[src/rtl/dhb_regs.svh]
// register offsets, field positions, reset values and state width of the dma handshake block
// assumes the plain register port with byte addresses and 32-bit data
`ifndef DHB_REGS_SVH
`define DHB_REGS_SVH
`define DHB_CTRL_OFS 8'h00
`define DHB_WAIT_OFS 8'h04
`define DHB_ADDR_OFS 8'h08
`define DHB_STAT_OFS 8'h0C
`define DHB_CTRL_EN 0
`define DHB_CTRL_MODE_LO 1
`define DHB_CTRL_MODE_HI 2
`define DHB_CTRL_WRITE 3
`define DHB_WAIT_WS_LO 0
`define DHB_WAIT_WS_HI 2
`define DHB_WAIT_IDLE 3
`define DHB_CTRL_RST 4'h0
`define DHB_WAIT_RST 4'h0
`define DHB_ADDR_RST 32'h0000_0000
`define DHB_ST_WIDTH 9
`endif

[src/rtl/dhb_pkg.sv]
// types of the dma handshake block: modes and sequencer states
// assumes dhb_regs.svh is in the include path
package dhb_pkg;
  typedef enum logic [1:0] {
    DHB_PLAIN = 2'h0,
    DHB_EXT = 2'h1,
    DHB_PACED = 2'h2,
    DHB_RSVD = 2'h3
  } dhb_mode_e;
  typedef enum logic [8:0] {
    S_IDLE = 9'h001,
    S_SETUP = 9'h002,
    S_GRANT = 9'h004,
    S_HOLD = 9'h008,
    S_REL = 9'h010,
    S_GAP = 9'h020,
    S_FLOAT = 9'h040,
    S_HOST = 9'h080,
    S_HRET = 9'h100
  } dhb_state_e;
endpackage

[src/rtl/dhb_top.sv]
// dma handshake sequencer and memory interface three-state control, one channel
// assumes all pins are asynchronous to core_clk; handover and slave-cycle flags come from logic on core_clk
`timescale 1ns/1ps
`default_nettype none
`include "dhb_regs.svh"

// Notes on behaviour
// - the memory interface pins float and are driven again on clock edges following the suspend input.
// - each bus-master or host handover cycle seen while the sequencer is idle floats and re-drives the interface the same way.
// - the interface is released before the host grant goes low and driven only after it is high again.
// - the data enable changes on clock edges in sync cycles as master or as slave, the acknowledge enable in slave cycles only.
// - three handshake modes exist and each transfer is started by the peripheral pulling its request low.
// - in plain handshake mode the grant alone tells the peripheral when to latch or drive data.
// - in external handshake mode address, strobes, selects, the held request and grant run each transfer.
// - in paced master mode address, strobes and selects run the transfer and the grant stays high.
// - in paced master mode each cycle follows the normal master protocol, extended while acknowledge is low.
// - the request is sampled on clock edges and a late request is taken one cycle later.
// - a write may be stalled by the peripheral holding its request low, with data after release.
// - a read is extended by one cycle for each extra cycle the request stays low.
// - the grant low phase is lengthened by the programmed wait states, one clock each.
// - with the idle option one extra clock separates grant high from the next strobe or grant.
// - on a handshake write the write strobe falls no later than the grant and rises one cycle before it.
// - on a handshake read the read strobe falls no later than the grant and rises with it.
module dhb_top (
  // clock and reset
  input wire logic core_clk,
  input wire logic sys_rst,
  // register port
  input wire logic [7:0] reg_addr,
  input wire logic [31:0] reg_wdata,
  input wire logic reg_wr,
  input wire logic reg_rd,
  output logic [31:0] reg_rdata,
  // handshake and bus pins
  input wire logic dma_request_n,
  input wire logic suspend_bus_three_state_n,
  input wire logic host_bus_request_n,
  input wire logic ack_in,
  output logic dma_grant_n,
  output logic host_bus_grant_n,
  output logic rd_n,
  output logic wr_n,
  output logic [3:0] memory_select_n,
  output logic [31:0] addr_out,
  output logic mem_if_oe,
  output logic data_oe,
  output logic ack_out,
  output logic ack_oe,
  // core-side cycle flags
  input wire logic master_handover_cycle,
  input wire logic host_handover_cycle,
  input wire logic slave_sync_read,
  input wire logic slave_sync_access
);
  import dhb_pkg::*;

  typedef struct packed {
    logic [1:0] req_p, suspend_bus_three_state_n_p, host_p, ack_p;
    logic en;
    dhb_mode_e mode;
    logic dir_wr;
    logic [2:0] waits;
    logic idle;
    logic [31:0] ptr;
    logic [15:0] count;
    dhb_state_e st;
    logic [2:0] wcnt;
    logic [31:0] rdata;
    logic grant_n, hbg_n, rd_n, wr_n, msel_n, oe, doe, aoe;
  } dhb_state_s;

  dhb_state_s r, n;
  logic req_low, suspend_bus_three_state_n_low, host_low, ack_hi, float_req, stall, strobe, grant;

  always_comb begin
    n = r;
    // two-stage synchronisers, only the second stage is read
    n.req_p = {r.req_p[0], dma_request_n};
    n.suspend_bus_three_state_n_p = {r.suspend_bus_three_state_n_p[0], suspend_bus_three_state_n};
    n.host_p = {r.host_p[0], host_bus_request_n};
    n.ack_p = {r.ack_p[0], ack_in};
    req_low = !r.req_p[1];
    suspend_bus_three_state_n_low = !r.suspend_bus_three_state_n_p[1];
    host_low = !r.host_p[1];
    ack_hi = r.ack_p[1];
    float_req = suspend_bus_three_state_n_low | master_handover_cycle | host_handover_cycle | host_low;
    // paced cycles wait on acknowledge, handshake cycles on the held request
    stall = (r.mode == DHB_PACED) ? !ack_hi : req_low;
    n.rdata = 32'h0000_0000;
    if (reg_rd) begin
      unique case (reg_addr)
        `DHB_CTRL_OFS: n.rdata = {28'h000_0000, r.dir_wr, r.mode, r.en};
        `DHB_WAIT_OFS: n.rdata = {28'h000_0000, r.idle, r.waits};
        `DHB_ADDR_OFS: n.rdata = r.ptr;
        `DHB_STAT_OFS: n.rdata = {r.count, 7'h00, r.st};
        default: n.rdata = 32'h0000_0000;
      endcase
    end
    if (reg_wr) begin
      unique case (reg_addr)
        `DHB_CTRL_OFS: begin
          n.en = reg_wdata[`DHB_CTRL_EN];
          n.mode = dhb_mode_e'(reg_wdata[`DHB_CTRL_MODE_HI:`DHB_CTRL_MODE_LO]);
          n.dir_wr = reg_wdata[`DHB_CTRL_WRITE];
        end
        `DHB_WAIT_OFS: begin
          n.waits = reg_wdata[`DHB_WAIT_WS_HI:`DHB_WAIT_WS_LO];
          n.idle = reg_wdata[`DHB_WAIT_IDLE];
        end
        `DHB_ADDR_OFS: n.ptr = reg_wdata;
        default: ;
      endcase
    end
    // a reserved mode code never starts a transfer
    unique case (r.st)
      S_IDLE: begin
        if (float_req) begin
          n.st = S_FLOAT;
        end else if (r.en && req_low && r.mode != DHB_RSVD) begin
          n.st = S_SETUP;
        end
      end
      S_SETUP: begin
        n.st = S_GRANT;
        n.wcnt = r.waits;
      end
      S_GRANT, S_HOLD: begin
        if (r.wcnt != 3'h0) begin
          n.wcnt = r.wcnt - 3'h1;
        end else if (stall) begin
          n.st = S_HOLD;
        end else if (r.dir_wr && r.mode == DHB_EXT) begin
          n.st = S_REL;
        end else begin
          n.st = r.idle ? S_GAP : S_IDLE;
          n.count = r.count + 16'h0001;
          n.ptr = r.ptr + 32'h0000_0001;
        end
      end
      S_REL: begin
        n.st = r.idle ? S_GAP : S_IDLE;
        n.count = r.count + 16'h0001;
        n.ptr = r.ptr + 32'h0000_0001;
      end
      S_GAP: n.st = S_IDLE;
      S_FLOAT: begin
        if (host_low) begin
          n.st = S_HOST;
        end else if (!float_req) begin
          n.st = S_IDLE;
        end
      end
      S_HOST: begin
        if (!host_low) begin
          n.st = S_HRET;
        end
      end
      S_HRET: n.st = S_IDLE;
      default: n.st = S_IDLE;
    endcase
    // outputs are registered from the next state so every pin except the three upper bank selects comes from a flip-flop
    strobe = (n.st == S_SETUP || n.st == S_GRANT || n.st == S_HOLD) && r.mode != DHB_PLAIN;
    grant = (n.st == S_GRANT || n.st == S_HOLD || n.st == S_REL) && r.mode != DHB_PACED;
    n.grant_n = !grant;
    n.rd_n = !(strobe && !r.dir_wr);
    n.wr_n = !(strobe && r.dir_wr);
    // one bank select follows the strobes; the upper banks are never used by this channel
    n.msel_n = !strobe;
    n.hbg_n = !(n.st == S_HOST);
    // suspend seen by the second synchroniser stage floats the pins whatever the state
    n.oe = !(n.st == S_FLOAT || n.st == S_HOST || n.st == S_HRET || suspend_bus_three_state_n_low);
    n.doe = (n.oe && strobe && r.dir_wr) || slave_sync_read;
    n.aoe = slave_sync_access;
    if (sys_rst) begin
      n = '0;
      n.req_p = 2'h3;
      n.suspend_bus_three_state_n_p = 2'h3;
      n.host_p = 2'h3;
      n.ack_p = 2'h3;
      n.mode = dhb_mode_e'(2'(`DHB_CTRL_RST >> `DHB_CTRL_MODE_LO));
      n.ptr = `DHB_ADDR_RST;
      n.st = S_IDLE;
      n.grant_n = 1'b1;
      n.hbg_n = 1'b1;
      n.rd_n = 1'b1;
      n.wr_n = 1'b1;
      n.msel_n = 1'b1;
    end
  end

  always_ff @(posedge core_clk) begin
    r <= n;
  end

  assign reg_rdata = r.rdata;
  assign dma_grant_n = r.grant_n;
  assign host_bus_grant_n = r.hbg_n;
  assign rd_n = r.rd_n;
  assign wr_n = r.wr_n;
  assign memory_select_n = {3'h7, r.msel_n};
  assign addr_out = r.ptr;
  assign mem_if_oe = r.oe;
  assign data_oe = r.doe;
  assign ack_out = r.oe;
  assign ack_oe = r.aoe;
endmodule
`default_nettype wire

[config.mk]
export PLATFORM = sky130hd
export DESIGN_NAME = dhb_top
export DESIGN_NICKNAME = d
export VERILOG_FILES = /design/src/rtl/dhb_pkg.sv /design/src/rtl/dhb_top.sv
export VERILOG_INCLUDE_DIRS = /design/src /design/src/rtl
export SDC_FILE = /design/constraint.sdc
export NUM_CORES = 1
export LEC_CHECK = 0
export ABC_AREA = 1
export ABC_CLOCK_PERIOD_IN_PS = 1600
export BUFFER_PORTS_ARGS = -buffer_cell sky130_fd_sc_hd__buf_4
export CORE_MARGIN = 2
export CORE_UTILIZATION = 50
export CTS_CLUSTER_SIZE = 25
export DETAILED_ROUTE_END_ITERATION = 6
export HOLD_SLACK_MARGIN = 0.03
export PLACE_DENSITY_LB_ADDON = 0.1
export SYNTH_ARGS = -nofsm -noshare
export SYNTH_HDL_FRONTEND = slang
export SYNTH_SLANG_ARGS = --single-unit
[constraint.sdc]
create_clock -name core_clk -period 1.6 [get_ports core_clk]
set_clock_uncertainty 0.1 [all_clocks]
set_input_delay 0.24 -clock core_clk [delete_from_list [all_inputs] [get_ports core_clk]]
set_output_delay 0.24 -clock core_clk [all_outputs]
set_load 0.005 [all_outputs]
==> reports/results.txt, run 1 <==
run status: complete, but fails checks
full die area: 14400 sq um
Via density: 5.25
Final Slew Violations: 0
fin util: 74.9%
violated checks: setup timing
Antenna Cells: 0
number of flops mapped to enable cells by yosys: 0
H-tree depth: 4
LEAKAGE: 4.30 nW
final count of hold timing violations: 0
CTS Buf Count: 17
RSZ-0062 raised after global routing: true
first-pass GRT wire length: 33.0 mm
Synth Flop Type: dfxtp_1
Wirelength per Cell: 15.4 um
critical path startpoint: r[44]
Pre-antenna DRT Iters: 7
Netlist cell types: 39
FFs w/ async S/R, synth: 0%
Final Net Count: 1275
sequential area share after synthesis: 34.6%
Ports: 128
Die Y-Extent: 120 um
number of I/O port buffers: 124
worst setup margin: -0.195 ns
vias in the first global route: 6705
Skew-Pair Late Insertion Delay: 0.42 ns
Setup-failing EPs final: 57
Root Driver: clkbuf_16
R2R cell count: 10
routed wire length: 21.7 mm
reg2reg end: r[66]
clock sink count: 116
share of layout cells above drive strength 1: 41.1%
R2R Setup Slk: -0.19 ns
met3 Use GR: 6.04%
num rows: 42
CP startpoint kind: register
Reg clk slew, reported paths: 0.06 ns
met1 Usage GRT: 39.4%
Yosys reg bits: 116
setup TNS: -7.64 ns
gr busiest metal: met2
post-route ant nets: 0
largest net degree at the start of global routing: 41
Starting Density: 50.8%
grt met2 use: 46.8%
Synth Instances: 986
Crit Path Class: register to register
hpwl dp: 15.0 mm
Min Clock Period, post-route: 1.79 ns
Iter 0 DRT Violations: 678
Mapped Area: 6710 sq um
Power Dens Cells: 757 nW/um^2
Remaining DRCs: 0
crit path max fanout: 5
class of the worst hold path: input port to register
Critical Path End: r[66]
GRT Total Usage: 29.1%
Synth warnings: 0
synthesis-to-layout area growth: 47.3%
Avg Cell Area, Syn: 6.80 sq um
maximum capacitance violations: 0
fmax: 0.557 GHz
CP Data Arrival Time: 1.99 ns
period utilization: 112%
worst vdd ir: 731 uV
CTS tree: done
via count: 7396
GRT overflow: 0
critical path required time: 1.80 ns
initial antenna violation count: 0
hold_ws: 0.0498 ns
Core Footprint: 13200 sq um
RR Startpoint: r[44]
Routability Congestion: 0.957
Die W: 120 um
CTS Buffer Depth: 2
Worst Setup End Kind: register
-- repair_timing --
item,4_1_cts,5_1_grt
gates resized for setup,55,103
endpoints found under the hold margin,9,0
gates cloned,0,1
pin swaps,11,22
hold buffers,8,0
buffers inserted,8,6
endpoints found under the setup margin,58,65
-- cells in the mapped netlist (4+ instances only) --
library cell / number / area, sq um
nand2_1: 230 / 863
dfxtp_1: 116 / 2320
inv_1: 107 / 402
nand3_1: 92 / 460
nor2_1: 84 / 315
buf_4: 70 / 526
a21oi_1: 69 / 345
nor3_1: 31 / 155
nand4_1: 28 / 175
o21ai_0: 27 / 135
clkbuf_1: 15 / 56.3
or2_2: 15 / 93.8
buf_6: 10 / 113
o22ai_2: 10 / 125
inv_2: 9 / 33.8
nand2_2: 8 / 50.1
o21ai_1: 8 / 40.0
o22ai_1: 8 / 50.1
xor2_1: 7 / 61.3
nor2_2: 6 / 37.5
buf_2: 5 / 25.0
ha_1: 4 / 50.1
-- cell usage in the layout, fill, tap and decap left out, types with 15 or more instances in the layout --
master / n
nor3_1: 22
nand3_2: 23
a21oi_1: 64
or2_2: 15
nand3_1: 69
nand2_2: 23
nor2_4: 15
nand2_1: 209
dfxtp_1: 104
clkbuf_16: 18
buf_4: 285
o21ai_0: 15
inv_1: 97
o21ai_1: 15
inv_2: 18
nor2_1: 68
nand4_1: 28
-- metrics by stage --
stage	area, sq um	setup WS, ns	cells	power [mW]
after floorplan	6720	-0.00129	988	3.23
after global placement	8530	-0.103	1353	3.51
after detailed placement	8530	-0.101	1353	3.51
after CTS	9450	-0.0703	1401	7.37
after global routing	9870	-0.329	1408	7.69
final	9870	-0.195	1408	7.48
-- cell families after synthesis --
family          synth area share, %
fa+ha+maj                     0.746
other cells                  0.0559
flops                          34.6
buf+inv                        17.4
compound gates                 10.9
simple gates                   35.3
xor+xnor                      0.914
-- power breakdown --
group | leakage, nW | switching (mW) | internal (mW)
combinational | 3.06 | 0.348 | 0.327
clock | 0.293 | 1.39 | 2.48
sequential | 0.945 | 0.0205 | 2.91
total | 4.30 | 1.76 | 5.72
-- final cells by class --
type,instances,area [sq um]
timing repair buffer,312,2540
clock buffer,19,443
clock inverter,13,156
tap,176,220
inverter,119,467
fill,1033,3320
multi-input combinational,653,3690
sequential,116,2350
-- state kept, by name (all words and copies together) (netlist names) --
register / flops
r: 43
addr_out: 32
reg_rdata: 32
ack_hi: 1
ack_oe: 1
ack_out: 1
data_oe: 1
dma_grant_n: 1
host_bus_grant_n: 1
memory_select_n: 1
rd_n: 1
wr_n: 1
-- metal layers --
layer  part of all wire (%)  vias to the layer above  routed length (um)
met4                    2.5                        0                 537
li1                       -                     3596                   -
met1                     44                     3425                9560
met3                    7.4                       50                1600
met2                     46                      325               10000
met5                      0                        -                   0
-- how the worst min path moves through the flow --
stage,start,to,slack [ns],cells past startpoint
floorplan,ack_in,r[108],0.24,1
global placement,r[108],ack_hi,0.29,1
detailed placement,r[114],r[115],0.30,1
CTS,reg_wdata[1],r[102],0.05,3
global route,reg_wdata[1],r[102],0.05,3
finish,reg_wdata[1],r[102],0.05,3
-- critical path, cell delays in order, from the launching register on --
cell	delay [ns]
dfxtp_1	0.31
inv_2	0.11
nand2_1	0.16
nor2_2	0.15
nand4_1	0.17
nand2_4	0.14
buf_4	0.12
buf_4	0.11
nand4_1	0.10
xor2_1	0.15
nor2_1	0.05
(Power assumes the default switching activity.)
==> inputs of run 2 (changes only) <==
RECOVER_POWER = 100   (was unset)
==> run 2 against run 1 <==
Compared with the run above:
- the flow still finishes with violations (setup timing)
- fmax fell by 1.8%
- routed wire length fell by 0.20%
- die area did not move
- via count fell by 0.54%
- sequential cell count did not move
- cell count did not move
- cell area fell by 1.5%
- count of clock-buffer cells in the layout did not move
- register-to-register slack got worse by 0.03 ns
- setup slack got worse by 0.033 ns
- core utilization fell by 1.1 points
- highest routed layer unchanged
==> reports/results.txt, run 2 (synthesis gave the netlist of run 1 again) <==
run status: complete, but fails checks
violated checks: setup timing
Critical-path top delay cell: dfxtp_1
LEAKAGE: 4.16 nW (-3.2%)
first-pass GRT wire length: 33.0 mm (unchanged)
Wirelength per Cell: 15.4 um (-0.20%)
max FFs per register: 43 (unchanged)
Ports: 128 (unchanged)
grt met2 use: 46.8% (unchanged)
Final Slew Violations: 0 (unchanged)
share of layout cells above drive strength 1: 38.8% (-2.3 points)
Min Clock Period, post-route: 1.83 ns (+0.0325 ns)
number of I/O port buffers: 124 (unchanged)
critical path required time: 1.78 ns (-0.02 ns)
Die W: 120 um (unchanged)
full die area: 14400 sq um (unchanged)
Iter 0 DRT Violations: 687 (+1.3%)
met1 Usage GRT: 39.4% (unchanged)
met3 Use GR: 6.04% (unchanged)
Crit Path Class: register to register
Remaining DRCs: 0 (unchanged)
Worst Min Path Start: reg_wdata[1]
worst setup margin: -0.227 ns (-0.0325 ns)
synthesis-to-layout area growth: 45.1%
clock sink count: 116 (unchanged)
Skew-Pair Late Insertion Delay: 0.42 ns (about the same)
leading cell type in the layout, fill and taps excluded: buf_4
via count: 7356 (-0.54%)
Slew @ Worst Pin: 0.957 ns
GRT Total Usage: 29.1% (unchanged)
worst vdd ir: 740 uV (+1.3%)
CTS tree: done
gr busiest metal: met2
Largest Register: r
hold depth: 3 (unchanged)
Core Footprint: 13200 sq um (unchanged)
R2R cell count: 10 (unchanged)
Setup-failing EPs final: 59 (+3.5%)
maximum capacitance violations: 0 (unchanged)
Routability Congestion: 0.957 (unchanged)
fmax: 0.547 GHz (-1.8%)
Final Non-Filler Cells: 1408 (unchanged)
num rows: 42 (unchanged)
cells along the critical path: inv_2 > nand2_1 > nor2_2 > nand4_1 > nand2_4 > buf_4 > buf_4 > nand4_1 > xor2_1 > nor2_1
Starting Density: 50.8% (unchanged)
Worst Setup End Kind: register
RSZ-0062 raised after global routing: true
slowest stage delay, CP: 0.31 ns (about the same)
CTS Buf Count: 17 (unchanged)
Via density: 5.22 (-0.54%)
H-tree depth: 4 (unchanged)
Reg clk slew, reported paths: 0.06 ns (about the same)
Pre-antenna DRT Iters: 6 (-1)
GRT overflow: 0 (unchanged)
period utilization: 114% (+2.0 points)
CTS Buffer Depth: 2 (unchanged)
RR Startpoint: r[44]
initial antenna violation count: 0 (unchanged)
worst relative slew slack: 36.2%
fin util: 73.8% (-1.1 points)
most frequent cells in the layout: buf_4 (213), nand2_1 (210), dfxtp_1 (107)
post-route ant nets: 0 (unchanged)
Die Y-Extent: 120 um (unchanged)
Antenna Cells: 0 (unchanged)
vias in the first global route: 6705 (unchanged)
hpwl dp: 15.0 mm (unchanged)
class of the worst hold path: input port to register
CP Data Arrival Time: 2.01 ns (+0.02 ns)
crit path max fanout: 5 (unchanged)
reg2reg end: r[66]
largest net degree at the start of global routing: 41 (unchanged)
R2R Setup Slk: -0.23 ns (-0.03 ns)
final count of hold timing violations: 0 (unchanged)
hold_ws: 0.0463 ns (-0.00352 ns)
Final Net Count: 1275 (unchanged)
Worst Hold End: r[102]
routed wire length: 21.7 mm (-0.20%)
Placed Cells: 1353 (unchanged)
Root Driver: clkbuf_16
Power Dens Cells: 768 nW/um^2 (+1.4%)
CP startpoint kind: register
## run 2: cell types whose count changed in the layout (fill, tap and decap cells not counted), moves of 2 or more
cell      before  now
buf_12        11    9
buf_4        285  213
clkbuf_1       1   24
clkbuf_2       0    6
clkbuf_4       0   44
dfxtp_1      104  107
dfxtp_2        7    4
## run 2: final cells by class
cell class,instances,area [sq um]
timing repair buffer,312,2420
sequential,116,2350
clock buffer,19,443
inverter,119,467
fill,1067,3460
multi-input combinational,653,3680
clock inverter,13,156
tap,176,220
## run 2: power by group
part / internal [mW] / switching, mW
Combinational: 0.318 / 0.343
Clock: 2.48 / 1.40
Sequential: 2.91 / 0.0198
## run 2: layer usage
layer	vias up	routed length, um
met3	48	1430
met2	284	10100
met5	-	0
met1	3432	9670
met4	0	481
li1	3592	-
## run 2: worst max-delay path by stage
stage	start	to	slack, ns
floorplan	addr_out[0]	addr_out[30]	-0.001
global placement	addr_out[1]	addr_out[30]	-0.10
detailed placement	r[46]	r[67]	-0.10
CTS	r[46]	data_oe	-0.07
global route	r[44]	r[67]	-0.33
finish	r[44]	r[66]	-0.23
## run 2: through the flow
stage / instance area (sq um) / setup TNS (ns) / total power [mW] / worst slack (ns)
5_1_grt: 9730 / -15.14 / 7.67 / -0.329
2_1_floorplan: 6720 / -0.00129 / 3.23 / -0.00129
3_5_place_dp: 8530 / -3.61 / 3.51 / -0.101
4_1_cts: 9450 / -1.59 / 7.37 / -0.0703
3_3_place_gp: 8530 / -2.67 / 3.51 / -0.103
6_report: 9730 / -7.94 / 7.47 / -0.227
## run 2: timing repair
action                                  CTS  global route
hold endpoints to repair                  9             0
setup buffers                             8             6
hold buffers                              8             0
endpoints found under the setup margin   58            65
pin swaps                                11            22
cloned                                    0             1
gates resized for setup                  55           103
## run 2: worst max-delay path, delay by kind of cell (launching register included)
kind | cells | cell delay, ns
and+or+nand+nor | 6 | 0.78
buffers and inverters | 3 | 0.35
DFF | 1 | 0.31
xor gates and xnor gates | 1 | 0.15
==> inputs of run 3 (changes only) <==
ABC_AREA = unset   (was 1)
CORE_UTILIZATION = 49   (was 50)
HOLD_SLACK_MARGIN = 0.1   (was 0.03)
==> run 3 against run 2 <==
Compared with the run above:
- the run still ends with setup timing left
- fmax decreased by 32%
- worst hold slack improved by 0.065 ns
- combinational power fell by 3.2%
- critical path type unchanged
- via count decreased by 6.3%
- clock power rose by 8.2%
- count of clock-buffer cells in the layout is 1 lower
- highest routed layer unchanged
- register-to-register slack got worse by 0.88 ns
- cell area rose by 1.4%
- critical path depth down 1
- synthesized area decreased by 15%
- largest power group unchanged
- synthesized cell count fell by 30%
- routed wire length grew 12%
==> reports/results.txt, run 3 <==
Avg Cell Area, Syn: 8.31 sq um (+22%)
Largest Register: r
Starting Density: 50.1% (-0.70 points)
largest net degree at the start of global routing: 38 (-7.3%)
Crit Path Class: register to register
num rows: 39 (-7.1%)
vias in the first global route: 6459 (-3.7%)
footprint of the multi-input gates: 3560 sq um (-3.3%)
Min Clock Period, post-route: 2.71 ns (+0.878 ns)
worst vdd ir: 950 uV (+28%)
CTS tree: done
final count of hold timing violations: 0 (unchanged)
share of layout cells above drive strength 1: 50.9% (+12 points)
number of flops mapped to enable cells by yosys: 0 (unchanged)
number of I/O port buffers: 124 (unchanged)
initial antenna violation count: 1 (+1)
maximum capacitance violations: 0 (unchanged)
Post-Layout Inst Area: 9870 sq um (+1.4%)
Routability Congestion: 0.918 (-4.0%)
Worst Hold End: ack_out
RR Startpoint: r[51]
Final Slew Violations: 0 (unchanged)
top-count cell post-synth: dfxtp_1
CP Data Arrival Time: 2.94 ns (+0.93 ns)
Worst Min Path Start: sys_rst
Via density: 6.10 (+17%)
H-tree depth: 4 (unchanged)
Fillers: 582 (-45%)
RSZ-0062 raised after global routing: true
top cells by area, synth: dfxtp_1 (41%), buf_4 (9.2%), nor2_1 (5.1%), a21oi_1 (4.4%), a22oi_1 (3.4%)
FFs w/ async S/R, synth: 0% (unchanged)
run status: complete, but fails checks
critical path required time: 1.84 ns (+0.06 ns)
hold depth: 5 (+2)
Sequential Area: 2330 sq um (-0.53%)
Die Y-Extent: 112 um (-6.4%)
synth cell count leaders: dfxtp_1 (116), nor2_1 (78), buf_4 (70), a21oi_1 (50), nand2_1 (37)
full die area: 12600 sq um (-12%)
Pre-antenna DRT Iters: 5 (-1)
most frequent cells in the layout: buf_4 (194), dfxtp_1 (109), nor2_1 (66)
max FFs per register: 43 (unchanged)
Mapped Area: 5720 sq um (-15%)
Synth Instances: 689 (-30%)
violated checks: setup timing
post-synth top area share: 40.6% (+5.9 points)
Skew-Pair Late Insertion Delay: 0.44 ns (+0.02 ns)
pre-CTS worst setup slack: -1.10 ns (-0.995 ns)
setup TNS: -60.47 ns (-52.54 ns)
hpwl dp: 12.8 mm (-15%)
Wirelength per Cell: 21.6 um (+40%)
post-synth top area cell: dfxtp_1
LEAKAGE: 4.02 nW (-3.3%)
Setup-failing EPs final: 108 (+83%)
R2R Setup Slk: -1.11 ns (-0.88 ns)
GRT Total Usage: 31.7% (+2.6 points)
slowest stage delay, CP: 0.54 ns (+0.23 ns)
Root Driver: clkbuf_16
Yosys reg bits: 116 (unchanged)
period utilization: 169% (+55 points)
Remaining DRCs: 0 (unchanged)
CTS Buffer Depth: 2 (unchanged)
Critical-path top delay cell: or4_4
CTS Buf Count: 17 (unchanged)
sequential area share after synthesis: 40.6% (+5.9 points)
crit path max fanout: 6 (+1)
reg2reg end: addr_out[28]
leading cell type in the layout, fill and taps excluded: buf_4
Power Dens Cells: 789 nW/um^2 (+2.7%)
first-pass GRT wire length: 31.6 mm (-4.2%)
cells along the critical path: or4_4 > or4_4 > o31ai_4 > buf_6 > buf_6 > buf_8 > nand4_1 > a2bb2oi_1 > a21oi_1
GRT overflow: 0 (unchanged)
Worst Setup End Kind: register
Ports: 128 (unchanged)
worst relative slew slack: 57.8% (+22 points)
class of the worst hold path: input port to register
Reg clk slew, reported paths: 0.06 ns (about the same)
R2R cell count: 9 (-1)
critical path's top delay family: simple AND/OR/NAND/NOR gates
CP bufs+invs: 3 (unchanged)
worst setup margin: -1.11 ns (-0.878 ns)
synthesis-to-layout area growth: 72.3%
Synth Flop Type: dfxtp_1
placed instance area: 7600 sq um (-11%)
post-route ant nets: 0 (unchanged)
Core Footprint: 11400 sq um (-13%)
CP startpoint kind: register
Final Net Count: 1029 (-19%)
Netlist cell types: 56 (+44%)
via count: 6893 (-6.3%)
Slew @ Worst Pin: 0.633 ns (-0.323 ns)
Die W: 112 um (-6.4%)
clock sink count: 116 (unchanged)
routed wire length: 24.4 mm (+12%)
Synth warnings: 0 (unchanged)
Iter 0 DRT Violations: 837 (+22%)
fmax: 0.370 GHz (-32%)
[run 3: cell count changes in the layout (fill, tap and decap cells not counted), sizes merged, moves of 11 or more]
cell,delta
nand3,-67
inv,-108
buf,+18
nor2,-16
a22oi,+26
nand2,-204
dlygate4sd3,+29
o21ai,-11
a21oi,-19
and2,+13
o22ai,-17
and3,+11
[run 3: worst max-delay path by stage]
stage	start	endpoint	slack (ns)	cells past startpoint
after detailed placement	r[51]	addr_out[25]	-1.10	6
final	r[51]	addr_out[28]	-1.11	9
after global placement	r[51]	addr_out[25]	-1.04	6
after CTS	r[51]	addr_out[25]	-1.05	7
after global routing	r[51]	addr_out[19]	-1.14	10
after floorplan	r[51]	addr_out[24]	-1.07	7
[run 3: cell families (layout without fill, tap and decap cells)]
group                      count (synthesis)  count (layout)  synth area share [%]
DFF                                      116             116                  40.6
AOI/OAI and AO/OA                        148             149                  16.5
muxes                                     12              12                  2.14
buffers and inverters                    112             406                  12.0
xor gates and xnor gates                  15              15                  2.30
and+or+nand+nor                          281             281                  25.6
adders and majority gates                  4               4                 0.874
other                                      1               4                0.0655
[run 3: cell type report]
| class | count | area share [%] |
|---|---|---|
| diodes | 1 | 0.0254 |
| clock buffers | 18 | 4.35 |
| clock inverters | 14 | 2.12 |
| inverters | 8 | 0.304 |
| multi-input cells | 464 | 36.0 |
| flip-flops and latches | 116 | 23.7 |
| well taps | 143 | 1.81 |
| repair buffers | 366 | 31.7 |
[run 3: worst register-to-register path, cell delays in order, from the launching register on]
cell       delay (ns)
dfxtp_2          0.31
or4_4            0.54
or4_4            0.52
o31ai_4          0.23
buf_6            0.15
buf_6            0.11
buf_8            0.12
nand4_1          0.13
a2bb2oi_1        0.17
a21oi_1          0.22
[run 3: what timing repair did]
| action | 4_1_cts | 5_1_grt |
|---|---|---|
| endpoints found under the setup margin | 78 | 85 |
| gates cloned | 5 | 5 |
| hold endpoints to repair | 43 | 0 |
| hold buffers | 37 | 0 |
| resized for setup | 120 | 111 |
| pin swaps | 47 | 60 |
| buffers inserted | 19 | 21 |
[run 3: through the flow]
stage / total power [mW] / hold slack, ns / cells / utilization [%]
4_1_cts: 7.70 / 0.109 / 1108 / 81.5
5_1_grt: 7.94 / 0.120 / 1130 / 86.4
3_3_place_gp: 3.44 / 0.295 / 1016 / 66.6
3_5_place_dp: 3.44 / 0.295 / 1016 / 66.6
6_report: 7.78 / 0.111 / 1130 / 86.4
2_1_floorplan: 3.17 / 0.244 / 691 / -
[run 3: where the power goes]
group          total (mW)  switching, mW  internal (mW)
clock network        4.20           1.45           2.75
registers            2.94         0.0227           2.92
logic               0.640          0.289          0.351
total                7.78           1.76           6.02
[run 3: per-layer routing]
metal  share of wire, %  routed length, um  track usage (%)
met5                  0                  0                0
met4                7.2               1760             18.9
met1                 33               8140             34.7
met3                9.6               2340             6.70
met2                 50              12100             56.3
